--- config.mk ---
export PLATFORM = sky130hd
export DESIGN_NAME = tcl_top
export DESIGN_NICKNAME = d
export VERILOG_FILES = /design/src/tcl_pkg.sv /design/src/tcl_top.sv
export SDC_FILE = /design/constraint.sdc
export NUM_CORES = 1
export LEC_CHECK = 0
export BUFFER_PORTS_ARGS = -buffer_cell sky130_fd_sc_hd__clkbuf_2
export CAP_MARGIN = 5
export CORE_MARGIN = 8
export CORE_UTILIZATION = 39
export DETAILED_ROUTE_END_ITERATION = 16
export GPL_ROUTABILITY_DRIVEN = 0
export HOLD_SLACK_MARGIN = 0.05
export PLACE_DENSITY_LB_ADDON = 0.1
export SYNTH_ARGS = -nofsm -noshare
export SYNTH_HDL_FRONTEND = slang
export SYNTH_SLANG_ARGS = --single-unit
--- constraint.sdc ---
create_clock -name pclk -period 1.4 [get_ports pclk]
set_input_delay 0.28 -clock pclk [delete_from_list [all_inputs] [get_ports pclk]]
set_output_delay 0.28 -clock pclk [all_outputs]
set_load 0.005 [all_outputs]
--- src/tcl_pkg.sv ---
// package: register map, field positions and reset values for timer linking block
package tcl_pkg;
	// ***************************************************************
	// register byte addresses
	// ***************************************************************
	localparam logic [19:0] TCL_ADDR_TIMER_IO_CONTROL   = 20'hF0072;
	localparam logic [19:0] TCL_ADDR_INPUT_SWITCH_CTRL  = 20'hF0073;
	// printed offsets are not word aligned: index, byte address is four times it
	localparam logic [31:0] TCL_OFF_IOCTL   = 32'h003C01C8;
	localparam logic [31:0] TCL_OFF_ISW     = 32'h003C01CC;
	localparam logic [31:0] TCL_OFF_CHAN    = 32'h00000040;
	localparam logic [31:0] TCL_OFF_START   = 32'h00000044;
	localparam logic [31:0] TCL_OFF_STOP    = 32'h00000048;
	localparam logic [31:0] TCL_OFF_STATUS  = 32'h0000004C;
	localparam logic [31:0] TCL_OFF_NFEN    = 32'h00000050;
	// ***************************************************************
	// field positions
	// ***************************************************************
	localparam int TCL_ISW_CH1   = 1;
	localparam int TCL_ISW_IRQ0  = 0;
	localparam int TCL_IO_GATE3  = 2;
	localparam int TCL_IO_GATE1  = 1;
	localparam int TCL_IO_CLKSEL = 0;
	localparam int TCL_CH_SPLIT1 = 0;
	localparam int TCL_CH_SPLIT3 = 1;
	// ***************************************************************
	// reset values and field masks
	// ***************************************************************
	localparam logic [7:0] TCL_RST_IOCTL = 8'h00;
	localparam logic [7:0] TCL_RST_ISW   = 8'h00;
	localparam logic [7:0] TCL_MASK_ISW  = 8'h03;
	localparam logic [7:0] TCL_MASK_IOCTL= 8'h07;
	localparam logic [3:0] TCL_CH_ODD    = 4'hA;
	// filter accepts a level held for this many operating-clock cycles
	localparam int unsigned TCL_FILT_CYCLES = 2;
endpackage : tcl_pkg

--- src/tcl_top.sv ---
// top: timer channel input routing, output gating, split-half triggers, APB slave
//
// Our own choice: the APB register port.
`timescale 1ns/1ps
module tcl_top
	import tcl_pkg::*;
(
	input  wire logic        pclk,
	input  wire logic        presetn,
	input  wire logic        psel,
	input  wire logic        penable,
	input  wire logic        pwrite,
	input  wire logic [31:0] paddr,
	input  wire logic [31:0] pwdata,
	output logic             pready,
	output logic             pslverr,
	output logic [31:0]      prdata,
	input  wire logic        serial_receive_line,
	input  wire logic        chan1_timer_input_pin,
	input  wire logic        chan2_timer_input_pin,
	input  wire logic        external_interrupt0_pin,
	input  wire logic [3:0]  channel_interrupt_request,
	input  wire logic        chan1_timer_output,
	input  wire logic        chan3_timer_output,
	input  wire logic [3:0]  channel_clock_select_bit,
	output logic             chan1_timer_input,
	output logic             chan2_timer_input,
	output logic             external_interrupt0,
	output logic             chan1_timer_output_pin,
	output logic             chan3_timer_output_pin,
	output logic [3:0]       channel_enable_status,
	output logic [3:0]       upper_half_enable_status,
	output logic [3:0]       upper_half_start_irq,
	output logic [3:0]       master_of_channel_err
);
	// ***************************************************************
	// registers and decode
	// ***************************************************************
	logic [7:0] timer_io_control_q;
	logic [7:0] input_switch_control_q;
	logic [1:0] split_q;
	logic [3:0] nfen_q;
	logic [3:0] master_q;
	logic [3:0] te_q;
	logic [3:0] teh_q;
	logic       ch1_s1_q;
	logic       ch1_s2_q;
	logic       ch1_s3_q;
	logic       ch2_s1_q;
	logic       ch2_s2_q;
	logic       wr_acc;
	logic [3:0] wr_start;
	logic [3:0] wr_stop;
	logic [3:0] split_mask;
	logic       ch1_raw;

	// word-aligned compare; unmapped addresses answer with pslverr
	function automatic logic hit(input logic [31:0] a, input logic [31:0] off);
		hit = (a[31:2] == off[31:2]);
	endfunction : hit

	function automatic logic mapped(input logic [31:0] a);
		mapped = hit(a, TCL_OFF_IOCTL) | hit(a, TCL_OFF_ISW) | hit(a, TCL_OFF_CHAN) |
			hit(a, TCL_OFF_START) | hit(a, TCL_OFF_STOP) | hit(a, TCL_OFF_STATUS) |
			hit(a, TCL_OFF_NFEN);
	endfunction : mapped

	assign wr_acc     = psel & penable & pwrite & pready;
	assign split_mask = {split_q[1], 1'b0, split_q[0], 1'b0};
	assign wr_start   = (wr_acc & hit(paddr, TCL_OFF_START)) ? pwdata[3:0] : 4'h0;
	assign wr_stop    = (wr_acc & hit(paddr, TCL_OFF_STOP)) ? pwdata[3:0] : 4'h0;

	// single-cycle access phase: pready rises at the edge that ends the setup cycle
	always_ff @(posedge pclk or negedge presetn) begin
		if (!presetn) begin
			pready  <= 1'b0;
			pslverr <= 1'b0;
		end else begin
			pready  <= psel & ~penable;
			pslverr <= psel & ~penable & ~mapped(paddr);
		end
	end

	// control registers; upper bits dropped so they always read zero
	always_ff @(posedge pclk or negedge presetn) begin
		if (!presetn) begin
			timer_io_control_q     <= TCL_RST_IOCTL;
			input_switch_control_q <= TCL_RST_ISW;
			split_q                <= 2'h0;
			nfen_q                 <= 4'h0;
			master_q               <= 4'h0;
		end else if (wr_acc) begin
			if (hit(paddr, TCL_OFF_IOCTL))
				timer_io_control_q <= pwdata[7:0] & TCL_MASK_IOCTL;
			if (hit(paddr, TCL_OFF_ISW))
				input_switch_control_q <= pwdata[7:0] & TCL_MASK_ISW;
			if (hit(paddr, TCL_OFF_CHAN)) begin
				split_q  <= pwdata[1:0];
				master_q <= {1'b0, pwdata[6], 1'b0, pwdata[4]};
			end
			if (hit(paddr, TCL_OFF_NFEN))
				nfen_q <= pwdata[3:0];
		end
	end

	// read mux
	always_ff @(posedge pclk or negedge presetn) begin
		if (!presetn) begin
			prdata <= 32'h00000000;
		end else if (psel & ~penable & ~pwrite) begin
			prdata <= 32'h00000000;
			if (hit(paddr, TCL_OFF_IOCTL))
				prdata <= {24'h000000, timer_io_control_q};
			if (hit(paddr, TCL_OFF_ISW))
				prdata <= {24'h000000, input_switch_control_q};
			if (hit(paddr, TCL_OFF_CHAN))
				prdata <= {25'h0, master_q[2], 1'b0, master_q[0], 2'h0, split_q};
			if (hit(paddr, TCL_OFF_STATUS))
				prdata <= {24'h000000, teh_q, te_q};
			if (hit(paddr, TCL_OFF_NFEN))
				prdata <= {28'h0000000, nfen_q};
		end
	end

	// ***************************************************************
	// channel enable: start bits [3:0], upper-half starts [7:4]
	// ***************************************************************
	function automatic logic [3:0] upper_wr(input logic start);
		upper_wr = (wr_acc & hit(paddr, start ? TCL_OFF_START : TCL_OFF_STOP))
			? pwdata[7:4] : 4'h0;
	endfunction : upper_wr

	// linked channels start together because one write carries all bits
	always_ff @(posedge pclk or negedge presetn) begin
		if (!presetn) begin
			te_q  <= 4'h0;
			teh_q <= 4'h0;
		end else begin
			te_q  <= (te_q | wr_start) & ~wr_stop;
			// upper triggers only reach split channels 1/3; stop wins over start
			teh_q <= ((teh_q | (upper_wr(1'b1) & split_mask))
				& ~(upper_wr(1'b0) & split_mask)) & split_mask;
		end
	end

	// upper half raises its own start interrupt on every accepted start
	always_ff @(posedge pclk or negedge presetn) begin
		if (!presetn)
			upper_half_start_irq <= 4'h0;
		else
			upper_half_start_irq <= upper_wr(1'b1) & ~upper_wr(1'b0) & split_mask;
	end

	always_ff @(posedge pclk or negedge presetn) begin
		if (!presetn) begin
			channel_enable_status    <= 4'h0;
			upper_half_enable_status <= 4'h0;
		end else begin
			channel_enable_status    <= te_q;
			upper_half_enable_status <= teh_q;
		end
	end

	// flag link setups that break grouping: clock mismatch, split+link, master fed by master
	always_ff @(posedge pclk or negedge presetn) begin
		if (!presetn)
			master_of_channel_err <= 4'h0;
		else begin
			master_of_channel_err[0] <= 1'b0;
			master_of_channel_err[1] <= master_q[0] & (split_q[0] |
				(channel_clock_select_bit[1] != channel_clock_select_bit[0]));
			master_of_channel_err[2] <= master_q[2] & master_q[0] &
				timer_io_control_q[TCL_IO_CLKSEL];
			master_of_channel_err[3] <= master_q[2] & (split_q[1] |
				(channel_clock_select_bit[3] != channel_clock_select_bit[2]));
		end
	end

	// ***************************************************************
	// input routing and noise filter
	// ***************************************************************
	assign ch1_raw = input_switch_control_q[TCL_ISW_CH1] ?
		serial_receive_line : chan1_timer_input_pin;

	// two-stage synchroniser, then a stability stage for the filter
	always_ff @(posedge pclk or negedge presetn) begin
		if (!presetn) begin
			ch1_s1_q <= 1'b0;
			ch1_s2_q <= 1'b0;
			ch1_s3_q <= 1'b0;
			ch2_s1_q <= 1'b0;
			ch2_s2_q <= 1'b0;
		end else begin
			ch1_s1_q <= ch1_raw;
			ch1_s2_q <= ch1_s1_q;
			ch1_s3_q <= ch1_s2_q;
			ch2_s1_q <= chan2_timer_input_pin;
			ch2_s2_q <= ch2_s1_q;
		end
	end

	// with nfen_q[1] set, filtered output changes only after two equal samples
	always_ff @(posedge pclk or negedge presetn) begin
		if (!presetn)
			chan1_timer_input <= 1'b0;
		else if (!nfen_q[1])
			chan1_timer_input <= ch1_s2_q;
		else if (ch1_s2_q == ch1_s3_q)
			chan1_timer_input <= ch1_s3_q;
	end

	// channel 2 source: own pin or channel 1 irq, master signals flow upward only
	always_ff @(posedge pclk or negedge presetn) begin
		if (!presetn)
			chan2_timer_input <= 1'b0;
		else
			chan2_timer_input <= timer_io_control_q[TCL_IO_CLKSEL] ?
				channel_interrupt_request[1] : ch2_s2_q;
	end

	always_ff @(posedge pclk or negedge presetn) begin
		if (!presetn)
			external_interrupt0 <= 1'b0;
		else
			external_interrupt0 <= input_switch_control_q[TCL_ISW_IRQ0] ?
				serial_receive_line : external_interrupt0_pin;
	end

	// ***************************************************************
	// output gating
	// ***************************************************************
	always_ff @(posedge pclk or negedge presetn) begin
		if (!presetn) begin
			chan1_timer_output_pin <= 1'b0;
			chan3_timer_output_pin <= 1'b0;
		end else begin
			chan1_timer_output_pin <= chan1_timer_output & ~timer_io_control_q[TCL_IO_GATE1];
			chan3_timer_output_pin <= chan3_timer_output & ~timer_io_control_q[TCL_IO_GATE3];
		end
	end

	// ***************************************************************
	// assertions
	// ***************************************************************
	property p_gate1;
		@(posedge pclk) disable iff (!presetn)
		timer_io_control_q[TCL_IO_GATE1] |=> !chan1_timer_output_pin;
	endproperty
	a_gate1: assert property (p_gate1) else $error("channel 1 output not blocked");

	property p_route1;
		@(posedge pclk) disable iff (!presetn)
		input_switch_control_q[TCL_ISW_CH1] |=> ch1_s1_q == $past(serial_receive_line);
	endproperty
	a_route1: assert property (p_route1) else $error("serial line not routed to ch1");

	property p_irq0;
		@(posedge pclk) disable iff (!presetn)
		!input_switch_control_q[TCL_ISW_IRQ0] |=> external_interrupt0 == $past(external_interrupt0_pin);
	endproperty
	a_irq0: assert property (p_irq0) else $error("irq0 pin path wrong");

	property p_clksel;
		@(posedge pclk) disable iff (!presetn)
		timer_io_control_q[TCL_IO_CLKSEL] |=> chan2_timer_input == $past(channel_interrupt_request[1]);
	endproperty
	a_clksel: assert property (p_clksel) else $error("channel 2 source wrong");

	property p_isw_upper;
		@(posedge pclk) disable iff (!presetn)
		input_switch_control_q[7:2] == 6'h00;
	endproperty
	a_isw_upper: assert property (p_isw_upper) else $error("switch upper bits set");

	property p_nosplit;
		@(posedge pclk) disable iff (!presetn)
		!split_q[0] |=> !teh_q[1];
	endproperty
	a_nosplit: assert property (p_nosplit) else $error("upper half runs in 16-bit mode");

	property p_upstart;
		@(posedge pclk) disable iff (!presetn)
		upper_half_start_irq[1] |-> teh_q[1];
	endproperty
	a_upstart: assert property (p_upstart) else $error("upper start irq without start");

	property p_filter;
		@(posedge pclk) disable iff (!presetn)
		$past(nfen_q[1]) && $changed(chan1_timer_input) |-> $past(ch1_s2_q) == $past(ch1_s3_q);
	endproperty
	a_filter: assert property (p_filter) else $error("filter passed unstable level");

	property p_start;
		@(posedge pclk) disable iff (!presetn)
		wr_start[0] && !wr_stop[0] |=> te_q[0] ##1 channel_enable_status[0];
	endproperty
	a_start: assert property (p_start) else $error("channel 0 did not start");

	c_split_start: cover property (@(posedge pclk) upper_half_start_irq[3]);
	c_serial_ch1:  cover property (@(posedge pclk) input_switch_control_q[TCL_ISW_CH1] && nfen_q[1]);
	c_gate3:       cover property (@(posedge pclk) timer_io_control_q[TCL_IO_GATE3]);
endmodule : tcl_top

==> results.json <==
{
  "post-place-ws_ps": -763,
  "start_util": 0.401,
  "grt_max_degree": 51,
  "holdWs_ps": 80.4,
  "track_usage": 0.148,
  "synth_seq_cells": 50,
  "globalRouteMet3Util": 0.0336,
  "rows": 28,
  "path_max_fanout": 3,
  "top_usage_layer": "met2",
  "dp_hpwl_um": 4820,
  "vdd.ir_drop.worst_mv": 0.462,
  "fin_util": 0.577,
  "port_buffers": 79,
  "syn_to_final_growth_pct": 43.9,
  "ys.flop_type": "dfrtp_1",
  "wirelength_um": 6400,
  "setup_slack_ps": -448,
  "status": "finished, violations left",
  "grt_overflow_total": 0,
  "die_x_um": 94.0,
  "synth_cells": 211,
  "grt_antenna_before_repair": 0,
  "drtIter0Drc": 97,
  "required_ps": 1610,
  "syn_area_mm2": 0.00237,
  "violations": "negative setup slack",
  "post-route-drc-count": 0,
  "rsz0062_at_grt": "true",
  "grt_use_met2": 0.233,
  "total_power_uw": 2750,
  "cts_tree": "done",
  "async_flop_share": 1.00,
  "power.density_mw_per_mm2": 806,
  "endpoint_kind": "flop",
  "grt_pass1_vias": 2039,
  "critPathArrivalTime_ps": 2060,
  "clock-root-buffer": "clkbuf_8",
  "postSynthAreaPerCell_um2": 11.3,
  "dr.pass1.iters": 4,
  "ff2ff_setup_slack_ps": -200,
  "cts_max_level": 2,
  "hold_viol_final": 0,
  "mostFrequentLayoutCells": "clkbuf_2 (78), dfrtp_1 (50), buf_4 (31)",
  "fill_cells": 520,
  "ant_nets": 0,
  "yosys.cell_types.count": 42,
  "clock_skew_ps": 3.81,
  "fmax_ghz": 0.541,
  "place_area_mm2": 0.00304,
  "power.leakage_uw": 0.00170,
  "ff2ff_path_depth": 6,
  "num_io_pins": 138,
  "timing.final.crit_share": 1.32,
  "cts_buffers": 5,
  "dieArea_mm2": 0.00884,
  "path_class": "input pin to flop",
  "vias": 1964,
  "holdPathStages": 1,
  "die_h_um": 94.0,
  "diodes": 0,
  "grtUsageMet1": 0.192,
  "core_mm2": 0.00592,
  "slew_violations": 0,
  "clock-sinks": 50,
  "final-setup-viol-count": 30,
  "clockBufferDepth": 2,
  "clock_latency_ps": 300,
  "grt_pass1_wl_um": 10300,
  "synth_edf_count": 0,
  "period_needed_ps": 1850,
  "drive_gt1_frac": 0.558,
  "wl_per_cell_um": 15.8,
  "cp-start-kind": "input pin",
  "viasPerCell": 4.85,
  "final_common_cell": "clkbuf_2",
  "path_clk_slew_ps": 90,
  "min_path_type": "input pin to flop",
  "fin_area_mm2": 0.00342,
  "drv_cap": 0,
  "nets": 412,
  "yosysWarnings": 0,
  "ys_seq_area_frac": 0.527
}
[registers in the layout, summed over array words and instances (netlist names), 2 cells and up]
register and flops:
te_q 4, prdata 8, channel_enable_status 4, upper_half_enable_status 2, timer_io_control_q 3, nfen_q 4, master_of_channel_err 3, teh_q 2
master_q 2, input_switch_control_q 2, split_q 2, upper_half_start_irq 2
[power breakdown]
group / leakage [uW] / internal [uW] / switching [uW]
clock network: 0.0000524 / 535 / 456
logic: 0.000978 / 136 / 161
registers: 0.000674 / 1460 / 5.98
[worst max-delay path: stages]
cell	delay, ps
buf_6	90
or4_4	540
or3_4	370
buf_6	130
nor4_4	240
buf_4	180
a21oi_2	50
a211oi_2	170
[layout make-up]
cell class | count | area, um2 | area share
multi-input combinational | 149 | 1200 | 0.351
clock buffer | 7 | 76.3 | 0.0223
clock inverter | 1 | 30.0 | 0.00878
inverter | 3 | 11.3 | 0.00329
tap | 75 | 93.8 | 0.0275
sequential | 50 | 1250 | 0.366
timing repair buffer | 120 | 754 | 0.221
[metrics by stage]
step	TNS, ps	std cells
after global placement	-17470	388
after floorplan	-12240	239
after detailed placement	-18070	388
after CTS	-8540	402
final	-9160	405
after global routing	-10560	405
[routing by layer]
layer | vias to the layer above | wire length [um]
met5 | - | 0
met3 | 7 | 410
met4 | 0 | 81
met1 | 943 | 2770
li1 | 939 | -
met2 | 75 | 3130
[cell usage after synthesis (3+ instances only)]
| cell type | instances | area (um2) |
|---|---|---|
| buf_4 | 29 | 218 |
| inv_1 | 3 | 11.3 |
| nor4_1 | 4 | 25.0 |
| nand2_1 | 13 | 48.8 |
| nor2b_1 | 4 | 25.0 |
| nor2_1 | 8 | 30.0 |
| mux2_2 | 18 | 203 |
| clkbuf_1 | 6 | 22.5 |
| a32oi_1 | 6 | 52.6 |
| nand4_1 | 3 | 18.8 |
| a21oi_1 | 15 | 75.1 |
| o21ai_0 | 6 | 30.0 |
| and3_1 | 3 | 18.8 |
| nor3b_1 | 3 | 22.5 |
| dfrtp_1 | 50 | 1250 |
| nand3_1 | 5 | 25.0 |
[path summary, 6_finish.rpt]
kind	from	to
setup / recovery	paddr[18]	teh_q[3]
hold / removal	chan2_timer_input_pin	ch2_s1_q
setup reg to reg	pready	teh_q[3]
hold reg to reg	ch1_s1_q	ch1_s2_q
max in group asynchronous	presetn	chan2_timer_input
min in group asynchronous	presetn	master_of_channel_err[1]
[kinds of logic after synthesis]
logic type / share of synthesized area
mux: 0.0854
simple gates: 0.156
xor+xnor: 0.00738
other cells: 0.00158
buf+inv: 0.110
flops: 0.527
compound gates: 0.113
[timing repair]
action,CTS,global route
resized for setup,29,21
endpoints found under the hold margin,50,0
pin swaps,18,13
setup endpoints to repair,30,30
hold buffers,1,0
buffers inserted,5,4
Note: power is estimated with default switching activity, not from simulation.
